$ cat config.mk
export PLATFORM = sky130hd
export DESIGN_NAME = pcs_top
export DESIGN_NICKNAME = d
export VERILOG_FILES = /design/src/pcs_pkg.sv /design/src/pcs_divider.sv /design/src/pcs_top.sv
export VERILOG_INCLUDE_DIRS = /design/src
export SDC_FILE = /design/constraint.sdc
export NUM_CORES = 1
export LEC_CHECK = 0
export ABC_CLOCK_PERIOD_IN_PS = 2650
export BUFFER_PORTS_ARGS = -buffer_cell sky130_fd_sc_hd__buf_2
export CELL_PAD_IN_SITES_DETAIL_PLACEMENT = 1
export CELL_PAD_IN_SITES_GLOBAL_PLACEMENT = 1
export CORE_MARGIN = 1
export CORE_UTILIZATION = 35
export CTS_BUF_LIST = sky130_fd_sc_hd__clkbuf_16
export CTS_CLUSTER_SIZE = 28
export DETAILED_ROUTE_END_ITERATION = 8
export GPL_TIMING_DRIVEN = 1
export PLACE_DENSITY = 0.7
export REMOVE_ABC_BUFFERS = 1
export SLEW_MARGIN = 20
export SYNTH_ARGS = -nofsm -noshare
export SYNTH_HDL_FRONTEND = slang
export SYNTH_SLANG_ARGS = --single-unit
$ cat constraint.sdc
create_clock -name i_mclk -period 2.65 [get_ports i_mclk]
set_input_delay 0.6625 -clock i_mclk [delete_from_list [all_inputs] [get_ports i_mclk]]
set_output_delay 0.6625 -clock i_mclk [all_outputs]
set_load 0.01 [all_outputs]
$ cat src/pcs_regs.svh
// register offsets, field positions, reset values and timing counts
`ifndef PCS_REGS_SVH
`define PCS_REGS_SVH
`define PCS_OFF_OSC_CONTROL 4'h0
`define PCS_OFF_UNLOCK_KEY 4'h4
`define PCS_OFF_RESET_CONTROL 4'h8
`define PCS_OFF_PERIPH_CTRL 4'hC
`define PCS_KEY1 32'hAA996655
`define PCS_KEY2 32'h556699AA
`define PCS_PB_DIVIDER_SELECT_LSB 19
`define PCS_PB_DIVIDER_SELECT_MSB 20
`define PCS_PLLMUL_LSB 16
`define PCS_PLLMUL_MSB 18
`define PCS_FRCDIV_LSB 24
`define PCS_FRCDIV_MSB 26
`define PCS_SRC_LSB 12
`define PCS_SRC_MSB 13
`define PCS_SLEEP_BIT 4
`define PCS_IDLE_FLAG_BIT 2
`define PCS_OSC_RESET 32'h0000_0000
`define PCS_OSC_WMASK 32'h071F_3010
`define PCS_START_NS 1000
`define PCS_START_CYC ((`PCS_START_NS + 7) / 8)
`endif

$ cat src/pcs_pkg.sv
// types shared by the clock scaler design
package pcs_pkg;
   typedef enum logic [2:0] {
      PCS_RUN = 3'b001,
      PCS_IDLE = 3'b010,
      PCS_WAKE = 3'b100
   } pcs_state_e;
   typedef struct packed {
      logic [1:0] pb_divider_select;
      logic [2:0] pll_multiplier;
      logic [2:0] fast_rc_postscale;
      logic [1:0] clk_source;
      logic sleep_select;
   } pcs_osc_s;
endpackage

$ cat src/pcs_divider.sv
// peripheral bus clock enable divider
`timescale 1ns/1ps
`default_nettype none
module pcs_divider
   import pcs_pkg::*;
(
   input wire logic i_mclk,
   input wire logic i_rst,
   input wire logic [1:0] i_sel,
   output logic o_pb_tick
);
   logic [2:0] cnt_r;
   logic [1:0] sel_r;
   logic [2:0] term;
   function automatic logic [2:0] div_term(input logic [1:0] s);
      case (s)
         2'b00: div_term = 3'h0;
         2'b01: div_term = 3'h1;
         2'b10: div_term = 3'h3;
         default: div_term = 3'h7;
      endcase
   endfunction
   assign term = div_term(sel_r);
   always_ff @(posedge i_mclk) begin
      if (i_rst) begin
         cnt_r <= 3'h0;
         sel_r <= 2'b00;
      end else if (cnt_r >= term) begin
         cnt_r <= 3'h0;
         sel_r <= i_sel;
      end else begin
         cnt_r <= cnt_r + 3'h1;
      end
   end
   assign o_pb_tick = (cnt_r >= term);
   // select 3 spaces ticks by eight
   tick_space_a: assert property (@(posedge i_mclk) disable iff (i_rst)
      (o_pb_tick && sel_r == 2'b11 && i_sel == 2'b11 && term == 3'h7) |=> !o_pb_tick [*7])
      else $error("divided tick spacing wrong");
   tick_full_a: assert property (@(posedge i_mclk) disable iff (i_rst)
      (sel_r == 2'b00) |-> o_pb_tick)
      else $error("full rate tick missing");
endmodule
`default_nettype wire

$ cat src/pcs_top.sv
// peripheral bus clock scaler and idle control with axi4-lite registers
// ---------------------------------------------------------------
// Summary of operation
// - pb clock divided by field 20:19
// - zero gives 1:1, three gives 1:8
// - all pb blocks change together
// - system blocks stay on system clock
// - peripheral read completes on next pb edge
// - two keys unlock, bad key relocks
// - idle halts cpu, source keeps running
// - stop-in-idle peripherals halt in idle
// - four idle variants by clock source; here idle is alike for all, source 00 only adds a wake start-up hold
// - pll multiplier lowerable in idle
// - fast rc divided by field 26:24
// - wait with sleep clear enters idle
// - wake only above cpu priority
// - any reset leaves idle
// - watchdog timeout leaves idle
// - startup delay for restarted crystal/pll
// - idle flag set on wake
// - priority zero never wakes
// - coincident interrupt waits for idle entry
// ---------------------------------------------------------------
//
// Added by the designer: the AXI4-Lite slave port and the address map.
`timescale 1ns/1ps
`default_nettype none
`include "pcs_regs.svh"
module pcs_top
   import pcs_pkg::*;
(
   input wire logic i_mclk,
   input wire logic i_rst,
   input wire logic [3:0] i_awaddr,
   input wire logic i_awvalid,
   output logic o_awready,
   input wire logic [31:0] i_wdata,
   input wire logic [3:0] i_wstrb,
   input wire logic i_wvalid,
   output logic o_wready,
   output logic [1:0] o_bresp,
   output logic o_bvalid,
   input wire logic i_bready,
   input wire logic [3:0] i_araddr,
   input wire logic i_arvalid,
   output logic o_arready,
   output logic [31:0] o_rdata,
   output logic [1:0] o_rresp,
   output logic o_rvalid,
   input wire logic i_rready,
   input wire logic i_wait_exec,
   input wire logic i_irq_valid,
   input wire logic [2:0] i_irq_prio,
   input wire logic [2:0] i_cpu_prio,
   input wire logic i_wdt_timeout,
   input wire logic i_src_ready,
   input wire logic i_pb_req,
   output logic o_pb_ack,
   output logic o_cpu_halt,
   output logic o_pb_tick,
   output logic [7:0] o_periph_run,
   output logic [1:0] o_clk_source,
   output logic [2:0] o_pll_multiplier,
   output logic [2:0] o_fast_rc_postscale,
   output logic o_src_switching
);
   // ---------------------------------------------------------------
   // register file
   // ---------------------------------------------------------------
   pcs_osc_s osc_r;
   logic [7:0] stop_in_idle_r;
   logic idle_flag_r;
   logic [1:0] key_st_r;
   logic aw_hold_r, w_hold_r;
   logic [3:0] aw_addr_r;
   logic [31:0] w_data_r;
   logic [3:0] w_strb_r;
   logic do_wr, do_rd;
   logic unlocked;
   logic [31:0] osc_word;
   logic [31:0] wmerged;
   pcs_state_e st_r;
   logic [9:0] start_cnt_r;
   logic wake_evt, wait_sync1_r;
   logic pb_tick;

   function automatic logic [31:0] pack_osc(input pcs_osc_s o);
      logic [31:0] v;
      v = 32'h0;
      v[`PCS_PB_DIVIDER_SELECT_MSB:`PCS_PB_DIVIDER_SELECT_LSB] = o.pb_divider_select;
      v[`PCS_PLLMUL_MSB:`PCS_PLLMUL_LSB] = o.pll_multiplier;
      v[`PCS_FRCDIV_MSB:`PCS_FRCDIV_LSB] = o.fast_rc_postscale;
      v[`PCS_SRC_MSB:`PCS_SRC_LSB] = o.clk_source;
      v[`PCS_SLEEP_BIT] = o.sleep_select;
      pack_osc = v;
   endfunction

   function automatic logic [31:0] strb_merge(input logic [31:0] old, input logic [31:0] nw,
                                              input logic [3:0] st);
      logic [31:0] r;
      r = old;
      for (int i = 0; i < 4; i++) begin
         if (st[i]) begin
            r[i*8 +: 8] = nw[i*8 +: 8];
         end
      end
      strb_merge = r;
   endfunction

   assign osc_word = pack_osc(osc_r);
   assign wmerged = strb_merge(osc_word, w_data_r, w_strb_r);
   assign do_wr = aw_hold_r && w_hold_r && !o_bvalid;
   assign do_rd = i_arvalid && o_arready;
   assign unlocked = (key_st_r == 2'd2);

   // write channels taken independently, response after both
   always_ff @(posedge i_mclk) begin
      if (i_rst) begin
         aw_hold_r <= 1'b0;
         w_hold_r <= 1'b0;
         aw_addr_r <= 4'h0;
         w_data_r <= 32'h0;
         w_strb_r <= 4'h0;
         o_awready <= 1'b1;
         o_wready <= 1'b1;
      end else begin
         if (i_awvalid && o_awready) begin
            aw_hold_r <= 1'b1;
            aw_addr_r <= i_awaddr;
            o_awready <= 1'b0;
         end else if (do_wr) begin
            aw_hold_r <= 1'b0;
            o_awready <= 1'b1;
         end
         if (i_wvalid && o_wready) begin
            w_hold_r <= 1'b1;
            w_data_r <= i_wdata;
            w_strb_r <= i_wstrb;
            o_wready <= 1'b0;
         end else if (do_wr) begin
            w_hold_r <= 1'b0;
            o_wready <= 1'b1;
         end
      end
   end

   always_ff @(posedge i_mclk) begin
      if (i_rst) begin
         o_bvalid <= 1'b0;
         o_bresp <= 2'b00;
      end else if (do_wr) begin
         o_bvalid <= 1'b1;
         o_bresp <= (aw_addr_r[1:0] != 2'b00) ? 2'b10 : 2'b00;
      end else if (o_bvalid && i_bready) begin
         o_bvalid <= 1'b0;
      end
   end

   // key sequence, any other word relocks
   always_ff @(posedge i_mclk) begin
      if (i_rst) begin
         key_st_r <= 2'd0;
      end else if (do_wr && aw_addr_r == `PCS_OFF_UNLOCK_KEY) begin
         if (key_st_r == 2'd0 && w_data_r == `PCS_KEY1) begin
            key_st_r <= 2'd1;
         end else if (key_st_r == 2'd1 && w_data_r == `PCS_KEY2) begin
            key_st_r <= 2'd2;
         end else begin
            key_st_r <= 2'd0;
         end
      end
   end

   // control fields only change when unlocked
   always_ff @(posedge i_mclk) begin
      if (i_rst) begin
         osc_r <= pcs_osc_s'(11'h0);
      end else if (do_wr && aw_addr_r == `PCS_OFF_OSC_CONTROL && unlocked) begin
         osc_r.pll_multiplier <= wmerged[`PCS_PLLMUL_MSB:`PCS_PLLMUL_LSB];
         osc_r.pb_divider_select <= wmerged[`PCS_PB_DIVIDER_SELECT_MSB:`PCS_PB_DIVIDER_SELECT_LSB];
         osc_r.fast_rc_postscale <= wmerged[`PCS_FRCDIV_MSB:`PCS_FRCDIV_LSB];
         osc_r.clk_source <= wmerged[`PCS_SRC_MSB:`PCS_SRC_LSB];
         osc_r.sleep_select <= wmerged[`PCS_SLEEP_BIT];
      end
   end

   always_ff @(posedge i_mclk) begin
      if (i_rst) begin
         stop_in_idle_r <= 8'h00;
      end else if (do_wr && aw_addr_r == `PCS_OFF_PERIPH_CTRL && w_strb_r[0]) begin
         stop_in_idle_r <= w_data_r[7:0];
      end
   end

   // ---------------------------------------------------------------
   // read channel
   // ---------------------------------------------------------------
   always_ff @(posedge i_mclk) begin
      if (i_rst) begin
         o_arready <= 1'b1;
         o_rvalid <= 1'b0;
         o_rdata <= 32'h0;
         o_rresp <= 2'b00;
      end else if (do_rd) begin
         o_arready <= 1'b0;
         o_rvalid <= 1'b1;
         o_rresp <= 2'b00;
         case (i_araddr)
            `PCS_OFF_OSC_CONTROL: o_rdata <= osc_word;
            `PCS_OFF_UNLOCK_KEY: o_rdata <= 32'h0;
            `PCS_OFF_RESET_CONTROL: o_rdata <= {29'h0, idle_flag_r, 2'b00};
            `PCS_OFF_PERIPH_CTRL: o_rdata <= {24'h0, stop_in_idle_r};
            default: begin
               o_rdata <= 32'h0;
               o_rresp <= 2'b10;
            end
         endcase
      end else if (o_rvalid && i_rready) begin
         o_rvalid <= 1'b0;
         o_arready <= 1'b1;
      end
   end

   // ---------------------------------------------------------------
   // peripheral bus clock
   // ---------------------------------------------------------------
   // one tick feeds every pb peripheral
   pcs_divider u_div (
      .i_mclk(i_mclk),
      .i_rst(i_rst),
      .i_sel(osc_r.pb_divider_select),
      .o_pb_tick(pb_tick)
   );

   // system blocks take i_mclk, not the tick
   always_ff @(posedge i_mclk) begin
      if (i_rst) begin
         o_pb_tick <= 1'b0;
      end else begin
         o_pb_tick <= pb_tick;
      end
   end

   // peripheral access answered on pb edge
   always_ff @(posedge i_mclk) begin
      if (i_rst) begin
         o_pb_ack <= 1'b0;
      end else begin
         o_pb_ack <= i_pb_req && pb_tick && !o_pb_ack;
      end
   end

   // ---------------------------------------------------------------
   // idle state machine
   // ---------------------------------------------------------------
   // wait pulse is same-clock logic; a pipeline stage gives the entry slot
   always_ff @(posedge i_mclk) begin
      if (i_rst) begin
         wait_sync1_r <= 1'b0;
      end else begin
         wait_sync1_r <= i_wait_exec && !osc_r.sleep_select;
      end
   end

   assign wake_evt = (i_irq_valid && i_irq_prio != 3'h0 && i_irq_prio > i_cpu_prio)
                     || i_wdt_timeout;

   always_ff @(posedge i_mclk) begin
      if (i_rst) begin
         st_r <= PCS_RUN;
         start_cnt_r <= 10'h0;
      end else begin
         case (st_r)
            PCS_RUN: begin
               if (wait_sync1_r) begin
                  st_r <= PCS_IDLE;
               end
            end
            PCS_IDLE: begin
               // wake considered only once inside idle
               if (wake_evt) begin
                  st_r <= PCS_WAKE;
                  start_cnt_r <= 10'(`PCS_START_CYC);
               end
            end
            PCS_WAKE: begin
               if (!o_src_switching || start_cnt_r == 10'h0) begin
                  st_r <= PCS_RUN;
               end else begin
                  start_cnt_r <= start_cnt_r - 10'h1;
               end
            end
            default: st_r <= PCS_RUN;
         endcase
      end
   end

   // restarted crystal or pll source flagged
   always_ff @(posedge i_mclk) begin
      if (i_rst) begin
         o_src_switching <= 1'b0;
      end else begin
         o_src_switching <= !i_src_ready && (osc_r.clk_source == 2'b00);
      end
   end

   // flag set on wake, software clears
   always_ff @(posedge i_mclk) begin
      if (i_rst) begin
         idle_flag_r <= 1'b0;
      end else if (st_r == PCS_IDLE && wake_evt) begin
         idle_flag_r <= 1'b1;
      end else if (do_wr && aw_addr_r == `PCS_OFF_RESET_CONTROL && w_strb_r[0]) begin
         idle_flag_r <= w_data_r[`PCS_IDLE_FLAG_BIT];
      end
   end

   always_ff @(posedge i_mclk) begin
      if (i_rst) begin
         o_cpu_halt <= 1'b0;
         o_periph_run <= 8'hFF;
         o_clk_source <= 2'b00;
         o_pll_multiplier <= 3'h0;
         o_fast_rc_postscale <= 3'h0;
      end else begin
         o_cpu_halt <= (st_r != PCS_RUN) || wait_sync1_r;
         o_periph_run <= (st_r == PCS_IDLE) ? ~stop_in_idle_r : 8'hFF;
         o_clk_source <= osc_r.clk_source;
         o_pll_multiplier <= osc_r.pll_multiplier;
         o_fast_rc_postscale <= osc_r.fast_rc_postscale;
      end
   end

   // ---------------------------------------------------------------
   // checks
   // ---------------------------------------------------------------
   idle_entry_a: assert property (@(posedge i_mclk) disable iff (i_rst)
      (st_r == PCS_RUN && wait_sync1_r) |=> st_r == PCS_IDLE)
      else $error("idle not entered on wait");
   low_prio_a: assert property (@(posedge i_mclk) disable iff (i_rst)
      (st_r == PCS_IDLE && !i_wdt_timeout && (!i_irq_valid || i_irq_prio <= i_cpu_prio))
      |=> st_r == PCS_IDLE)
      else $error("low priority woke cpu");
   zero_prio_a: assert property (@(posedge i_mclk) disable iff (i_rst)
      (st_r == PCS_IDLE && !i_wdt_timeout && i_irq_prio == 3'h0) |=> st_r == PCS_IDLE)
      else $error("priority zero woke cpu");
   wdt_wake_a: assert property (@(posedge i_mclk) disable iff (i_rst)
      (st_r == PCS_IDLE && i_wdt_timeout) |=> st_r == PCS_WAKE ##1 idle_flag_r)
      else $error("watchdog did not wake");
   halt_idle_a: assert property (@(posedge i_mclk) disable iff (i_rst)
      (st_r == PCS_IDLE) |=> o_cpu_halt)
      else $error("cpu not halted in idle");
   reset_run_a: assert property (@(posedge i_mclk)
      i_rst |=> st_r == PCS_RUN)
      else $error("reset left idle");
   key_lock_a: assert property (@(posedge i_mclk) disable iff (i_rst)
      (do_wr && aw_addr_r == `PCS_OFF_OSC_CONTROL && !unlocked) |=> $stable(osc_r))
      else $error("locked write changed control");
   periph_gate_a: assert property (@(posedge i_mclk) disable iff (i_rst)
      (st_r == PCS_IDLE) ##1 (st_r == PCS_IDLE) |-> o_periph_run == ~stop_in_idle_r)
      else $error("stop in idle gating wrong");
   pb_ack_a: assert property (@(posedge i_mclk) disable iff (i_rst)
      o_pb_ack |-> $past(pb_tick))
      else $error("pb ack off tick");
   idle_cov: cover property (@(posedge i_mclk) st_r == PCS_IDLE ##1 st_r == PCS_WAKE);
   unlock_cov: cover property (@(posedge i_mclk) unlocked && do_wr);
   div8_cov: cover property (@(posedge i_mclk) osc_r.pb_divider_select == 2'b11 && pb_tick);
endmodule
`default_nettype wire

* After elaboration in Yosys (flattened, before gate mapping)
Index checks and enable logic that the tools add are counted.
** Word-level totals
- Bits in registers :: 144
- Latch bits :: 0
- Memory bits (writable) :: 0
- ROM bits :: 0
- Input port bits :: 62
- Output and inout port bits :: 61
- Word-level logic and storage cells :: 141
- Memories :: 0
** Operators by class
- Add/subtract/negate cells :: 2
- Multiply operators :: 0
- Divide/modulo/power cells :: 0
- Order comparisons :: 2
- Eq/ne operators :: 20
- Shift operators :: 0
- Mux-type cells :: 27
- Bitwise operators :: 2
- Reduce and logical (&&, ||, !) cells :: 54
** Operators by type and width (number)
- $pmux 27 s3 :: 1
- $eq 32x31->1 const B :: 1
- $eq 32x32->1 const B :: 1
- $logic_and 1x1->1 :: 23
- $mux 10 :: 2
- $pmux 10 s2 :: 1
- $pmux 3 s3 :: 2
- $eq 4x4->1 const B :: 4
- $mux 1 :: 14
- $reduce_bool 2->1 :: 7
- $logic_not 10->1 :: 1
- $sub 10x1->10 const B :: 1
- $mux 3 :: 3
- $eq 4x3->1 const B :: 2
- $logic_not 4->1 :: 2
- $mux 2 :: 4
- $ne 2x2->1 const B :: 4
- $not 8->8 :: 1
- $reduce_and 2->1 :: 4
- $logic_not 2->1 :: 3
- $reduce_and 3->1 :: 2
- $logic_not 1->1 :: 5
- $eq 2x1->1 const B :: 2
- $eq 2x2->1 const B :: 2
- 12 further kinds :: 15

* Depth between registers and ports, before layout
- Depth after elaboration :: 6
- Depth in mapped cells :: 8

* Cells and area by module
From an unflattened synthesis, not the netlist that was laid out.
** Unflattened totals
- Cells, all modules :: 584
- Area, all modules :: 5093.6 µm²
** Modules (own cells, without submodules)
- pcs_top :: times used 1, cells each 556, area an instance 4799.6 µm², sequential area each 2462.4 µm²
- pcs_divider :: times used 1, cells each 28, area an instance 294.0 µm², sequential area each 100.1 µm²

* Least setup slack after synthesis
No wires, ideal clock.
- Path kind :: register -> register
- From :: register start_cnt_r[0]
- To :: register start_cnt_r[5]
- Library setup time :: 0.117 ns
- Data arrival time :: 2.070 ns
- Data required time :: 2.533 ns
- Setup slack :: 0.462 ns
- Cell stages (with the launch flop) :: 9
- Path buffers :: 1
- Period minus slack after synthesis :: 2.188 ns
- Cells stage by stage :: dfxtp_1 > inv_1 > ha_1 > or3b_2 > or4_4 > nor2b_4 > nand2b_4 > buf_6 > a32o_1
** Between the ends
- Longest elaborated chain between the ends :: 4
- Elaborated cells on any way between the ends :: 7
** RTL lines
- from (decl) :: line pcs_top.sv:83 : logic [9:0] start_cnt_r;
- from (signal assigned) :: line pcs_top.sv:283 : start_cnt_r <= 10'(`PCS_START_CYC);
- from (signal assigned) :: line pcs_top.sv:290 : start_cnt_r <= start_cnt_r - 10'h1;
- parallel branches: the longest is 4 deep, another holds $sub 10x1->10
Parallel ways; which one is timed is not known. The select of a mux whose other input is x is not followed.
A chain may end at the register's enable or synchronous reset.

* Worst setup path in the final report
- From :: register start_cnt_r[0]
- To :: register start_cnt_r[1]
Same word-level chain as after synthesis.

==> results.sh <==
export IMPL_p_per_area_nw_per_um2=735
export IMPL_synth_warnings=0
export IMPL_ant_nets=0
export IMPL_grt_max_degree=57
export IMPL_fin_crit_sh=0.902
export IMPL_rr_startpoint="start_cnt_r[0]$_SDFFE_PP0P_"
export IMPL_fin_crit_ns=2.39
export IMPL_multi_input_area_um2=2290
export IMPL_slowest_stage="or3b_2"
export IMPL_fin_skew_ns=0.00670
export IMPL_vias=4371
export IMPL_rrSetupSlack_ns=0.26
export IMPL_wirelength_um=13000
export IMPL_synth_top_cell_area_share=0.506
export IMPL_worstPathRequired_ns=2.95
export IMPL_fin_setup_tns_ns=0
export IMPL_drv_slew=0
export IMPL_die_h_um=122
export IMPL_reg2reg_depth=7
export IMPL_io_buffers=106
export IMPL_ys_seq_area_frac=0.506
export IMPL_row_count=43
export IMPL_start_util=0.362
export IMPL_die_width_um=122
export IMPL_synth_flop_cell="dfxtp_1"
export IMPL_nFillCells=1684
export IMPL_grt_pass1_vias=4359
export IMPL_hold_end="o_periph_run[0]$_SDFF_PP1_"
export IMPL_cts_tree="built"
export IMPL_power_leakage_nw=2.62
export IMPL_cts_resized=0
export IMPL_worstMarginPinSlew_ns=0.725
export IMPL_clock_fmax_ghz=0.419
export IMPL_grt_setup_unrepaired="false"
export IMPL_seq_area_um2=2560
export IMPL_end_kind="register"
export IMPL_status="finished clean"
export IMPL_cts_root_buf="clkbuf_16"
export IMPL_io_pins=123
export IMPL_cts_hold_repair_buffers=0
export IMPL_core_area_um2=14000
export IMPL_nNetsFinal=748
export IMPL_ys_ff_latch=128
export IMPL_maxCapViolCount=0
export IMPL_syn_inst=573
export IMPL_grt_first_pass_wirelength_um=21200
export IMPL_avgSynthCellArea_um2=8.84
export IMPL_crit_type="reg -> reg"
export IMPL_grt_ovfl_total=0
export IMPL_diodes=0
export IMPL_antenna_found_initial=0
export IMPL_drtPass1Iterations=5
export IMPL_hpwlAfterDp_um=9280
export IMPL_stdcell_area_um2=6330
export IMPL_worstHoldPathCells=1
export IMPL_area_growth_pct=25.0
export IMPL_finalSetupViolations=0
export IMPL_synth_edff_count=0
export IMPL_cp_data_arrival_time_ns=2.69
export IMPL_min_from="stop_in_idle_r[0]$_SDFFE_PP0P_"
export IMPL_syn_area_um2=5070
export IMPL_ys_types=50
export IMPL_slew_headroom=0.512
export IMPL_hold_violations=0
export IMPL_max_vdd_ir_drop_uv=473
export IMPL_start_kind="register"
export IMPL_path_cells="inv_1 > ha_1 > or3b_2 > or4_4 > nor2b_4 > nand2b_4 > mux2_1"
export IMPL_timing_rr_end="start_cnt_r[1]$_SDFFE_PP0P_"
export IMPL_clkLatencyLatePin_ns=0.42
export IMPL_gp_congestion=0.782
export IMPL_place_area_um2=5740
export IMPL_ys_async_sr_fraction=0
export IMPL_synth_area_top_cells="dfxtp_1, nand2_1, a21oi_1"
export IMPL_drive_above_1_share=0.228
export IMPL_drt_iter0_drc=156
export IMPL_clock_tree_buffer_depth=2
export IMPL_die_area_um2=15000
export IMPL_gr_usage_all_layers=0.183
export IMPL_cts_sinks=128
export IMPL_clk_pin_slew_ns=0.06
export IMPL_cts_made_buffers=17
export IMPL_slowest_delay_ns=0.51
export IMPL_synth_largest_area_cell="dfxtp_1"
export IMPL_avgRoutedWirePerCell_um=14.9
export IMPL_drc=0
export IMPL_via_per_inst=5.02
export IMPL_cts_setup_buffers=0
export IMPL_htreeDepth=4
export IMPL_hold_path_class="reg -> reg"
export IMPL_cp_max_fo=11
[per-stage QoR]
stage	worst slack [ns]	instances	hold slack, ns	total power [mW]	util
3_3_place_gp	0.355	839	0.388	2.35	0.410
3_5_place_dp	0.283	839	0.390	2.36	0.410
2_1_floorplan	0.316	544	0.367	2.20	-
4_1_cts	0.256	870	0.389	4.71	0.453
5_1_grt	0.149	870	0.402	4.84	0.453
6_report	0.261	870	0.404	4.65	0.453
[cell usage in the layout (no fill, tap or decap), types with 3 or more instances in the layout]
master        n
bufinv_16     3
ha_1          8
dfxtp_1     128
nand3b_1      4
a21o_1        4
nand2_1     110
a21oi_1      64
a311oi_1      4
clkinv_2      3
and2_1        3
nor3_1       17
conb_1       16
nand4_1       3
nor2_1       40
o21ai_0       6
nor4b_1       4
clkbuf_16    17
nand3_1      20
nor4bb_1     10
o21a_1        6
nor2b_1      12
a22oi_1      18
inv_1         9
nand2b_1      9
a31oi_1       3
clkinvlp_4    3
mux2i_1      11
buf_2       105
nor3b_1       5
buf_4         8
[layout make-up]
cell class | instances | area share
Sequential cell | 128 | 0.405
Tap cell | 180 | 0.0356
Inverter | 9 | 0.00534
Multi-Input combinational cell | 407 | 0.362
Clock buffer | 17 | 0.0672
Clock inverter | 14 | 0.0263
Timing Repair Buffer | 115 | 0.0988
[synth_stat cells, types with 3 or more instances]
master    number
clkbuf_1      22
dfxtp_1      128
nand4_1        3
o21a_1         6
nor3b_1        5
o21ai_0        6
nand3b_1       4
a21o_1         4
a21oi_1       64
a22oi_1       18
nor4bb_1      11
nor2_1        40
a31oi_1        3
buf_1          4
ha_1           8
nor3_1        17
a311oi_1       4
nor2b_1       12
nor4b_1        4
mux2i_1       11
nand2b_1       9
nand3_1       20
and2_1         3
nand2_1      110
inv_1          9
buf_4         16
[worst max-delay path by stage]
stage                                      from                          end  cells past startpoint
floorplan                 o_bvalid$_SDFFE_PP0P_       osc_r[10]$_SDFFE_PP0P_                      5
global placement    start_cnt_r[0]$_SDFFE_PP0P_  start_cnt_r[1]$_SDFFE_PP0P_                      7
detailed placement  start_cnt_r[0]$_SDFFE_PP0P_  start_cnt_r[1]$_SDFFE_PP0P_                      7
CTS                 start_cnt_r[0]$_SDFFE_PP0P_  start_cnt_r[1]$_SDFFE_PP0P_                      7
global route        start_cnt_r[0]$_SDFFE_PP0P_  start_cnt_r[1]$_SDFFE_PP0P_                      7
finish              start_cnt_r[0]$_SDFFE_PP0P_  start_cnt_r[1]$_SDFFE_PP0P_                      7
[registers in the layout, indices dropped and copies added, names as in the netlist, 2 cells and up]
name and count:
w_strb_r 4, o_clk_source 2, start_cnt_r 10, u_div.sel_r 2
u_div.cnt_r 3, osc_r 11, aw_addr_r 4, o_periph_run 8
w_data_r 32, o_pll_multiplier 3, key_st_r 2, o_fast_rc_postscale 3
stop_in_idle_r 8, st_r 3, o_rdata 18
[logic make-up (layout without fill, tap and decap cells)]
group / count (synthesis) / after routing / synth area share
AND/OR/NAND/NOR: 254 / 254 / 0.251
adder cells (fa/ha/maj): 8 / 8 / 0.0198
buffers and inverters: 53 / 155 / 0.0541
other: 1 / 16 / 0.000740
XOR/XNOR: 1 / 1 / 0.00173
multiplexers: 13 / 13 / 0.0262
flip-flops: 128 / 128 / 0.506
AO/OA/AOI/OAI: 115 / 115 / 0.141
[per-layer routing]
layer  up-vias  global-route usage  wire length, um
met1      2081               0.225             5960
met4         0              0.0663              142
met3        14              0.0516              547
li1       2181                   -                -
met5         -                   0                0
met2        95               0.304             6320
[critical path, delay by kind of cell (launching register included)]
| family | cells | cell delay, ns |
|---|---|---|
| buffers and inverters | 1 | 0.06 |
| and+or+nand+nor | 4 | 1.35 |
| DFF | 1 | 0.33 |
| adders and majority gates | 1 | 0.19 |
| muxes | 1 | 0.33 |
[where the power goes]
part | switching (mW) | total, mW | internal [mW]
Sequential | 0.0531 | 2.04 | 1.98
Clock | 0.864 | 2.33 | 1.47
Combinational | 0.169 | 0.285 | 0.116
Total | 1.09 | 4.65 | 3.57
(Power assumes the default switching activity.)
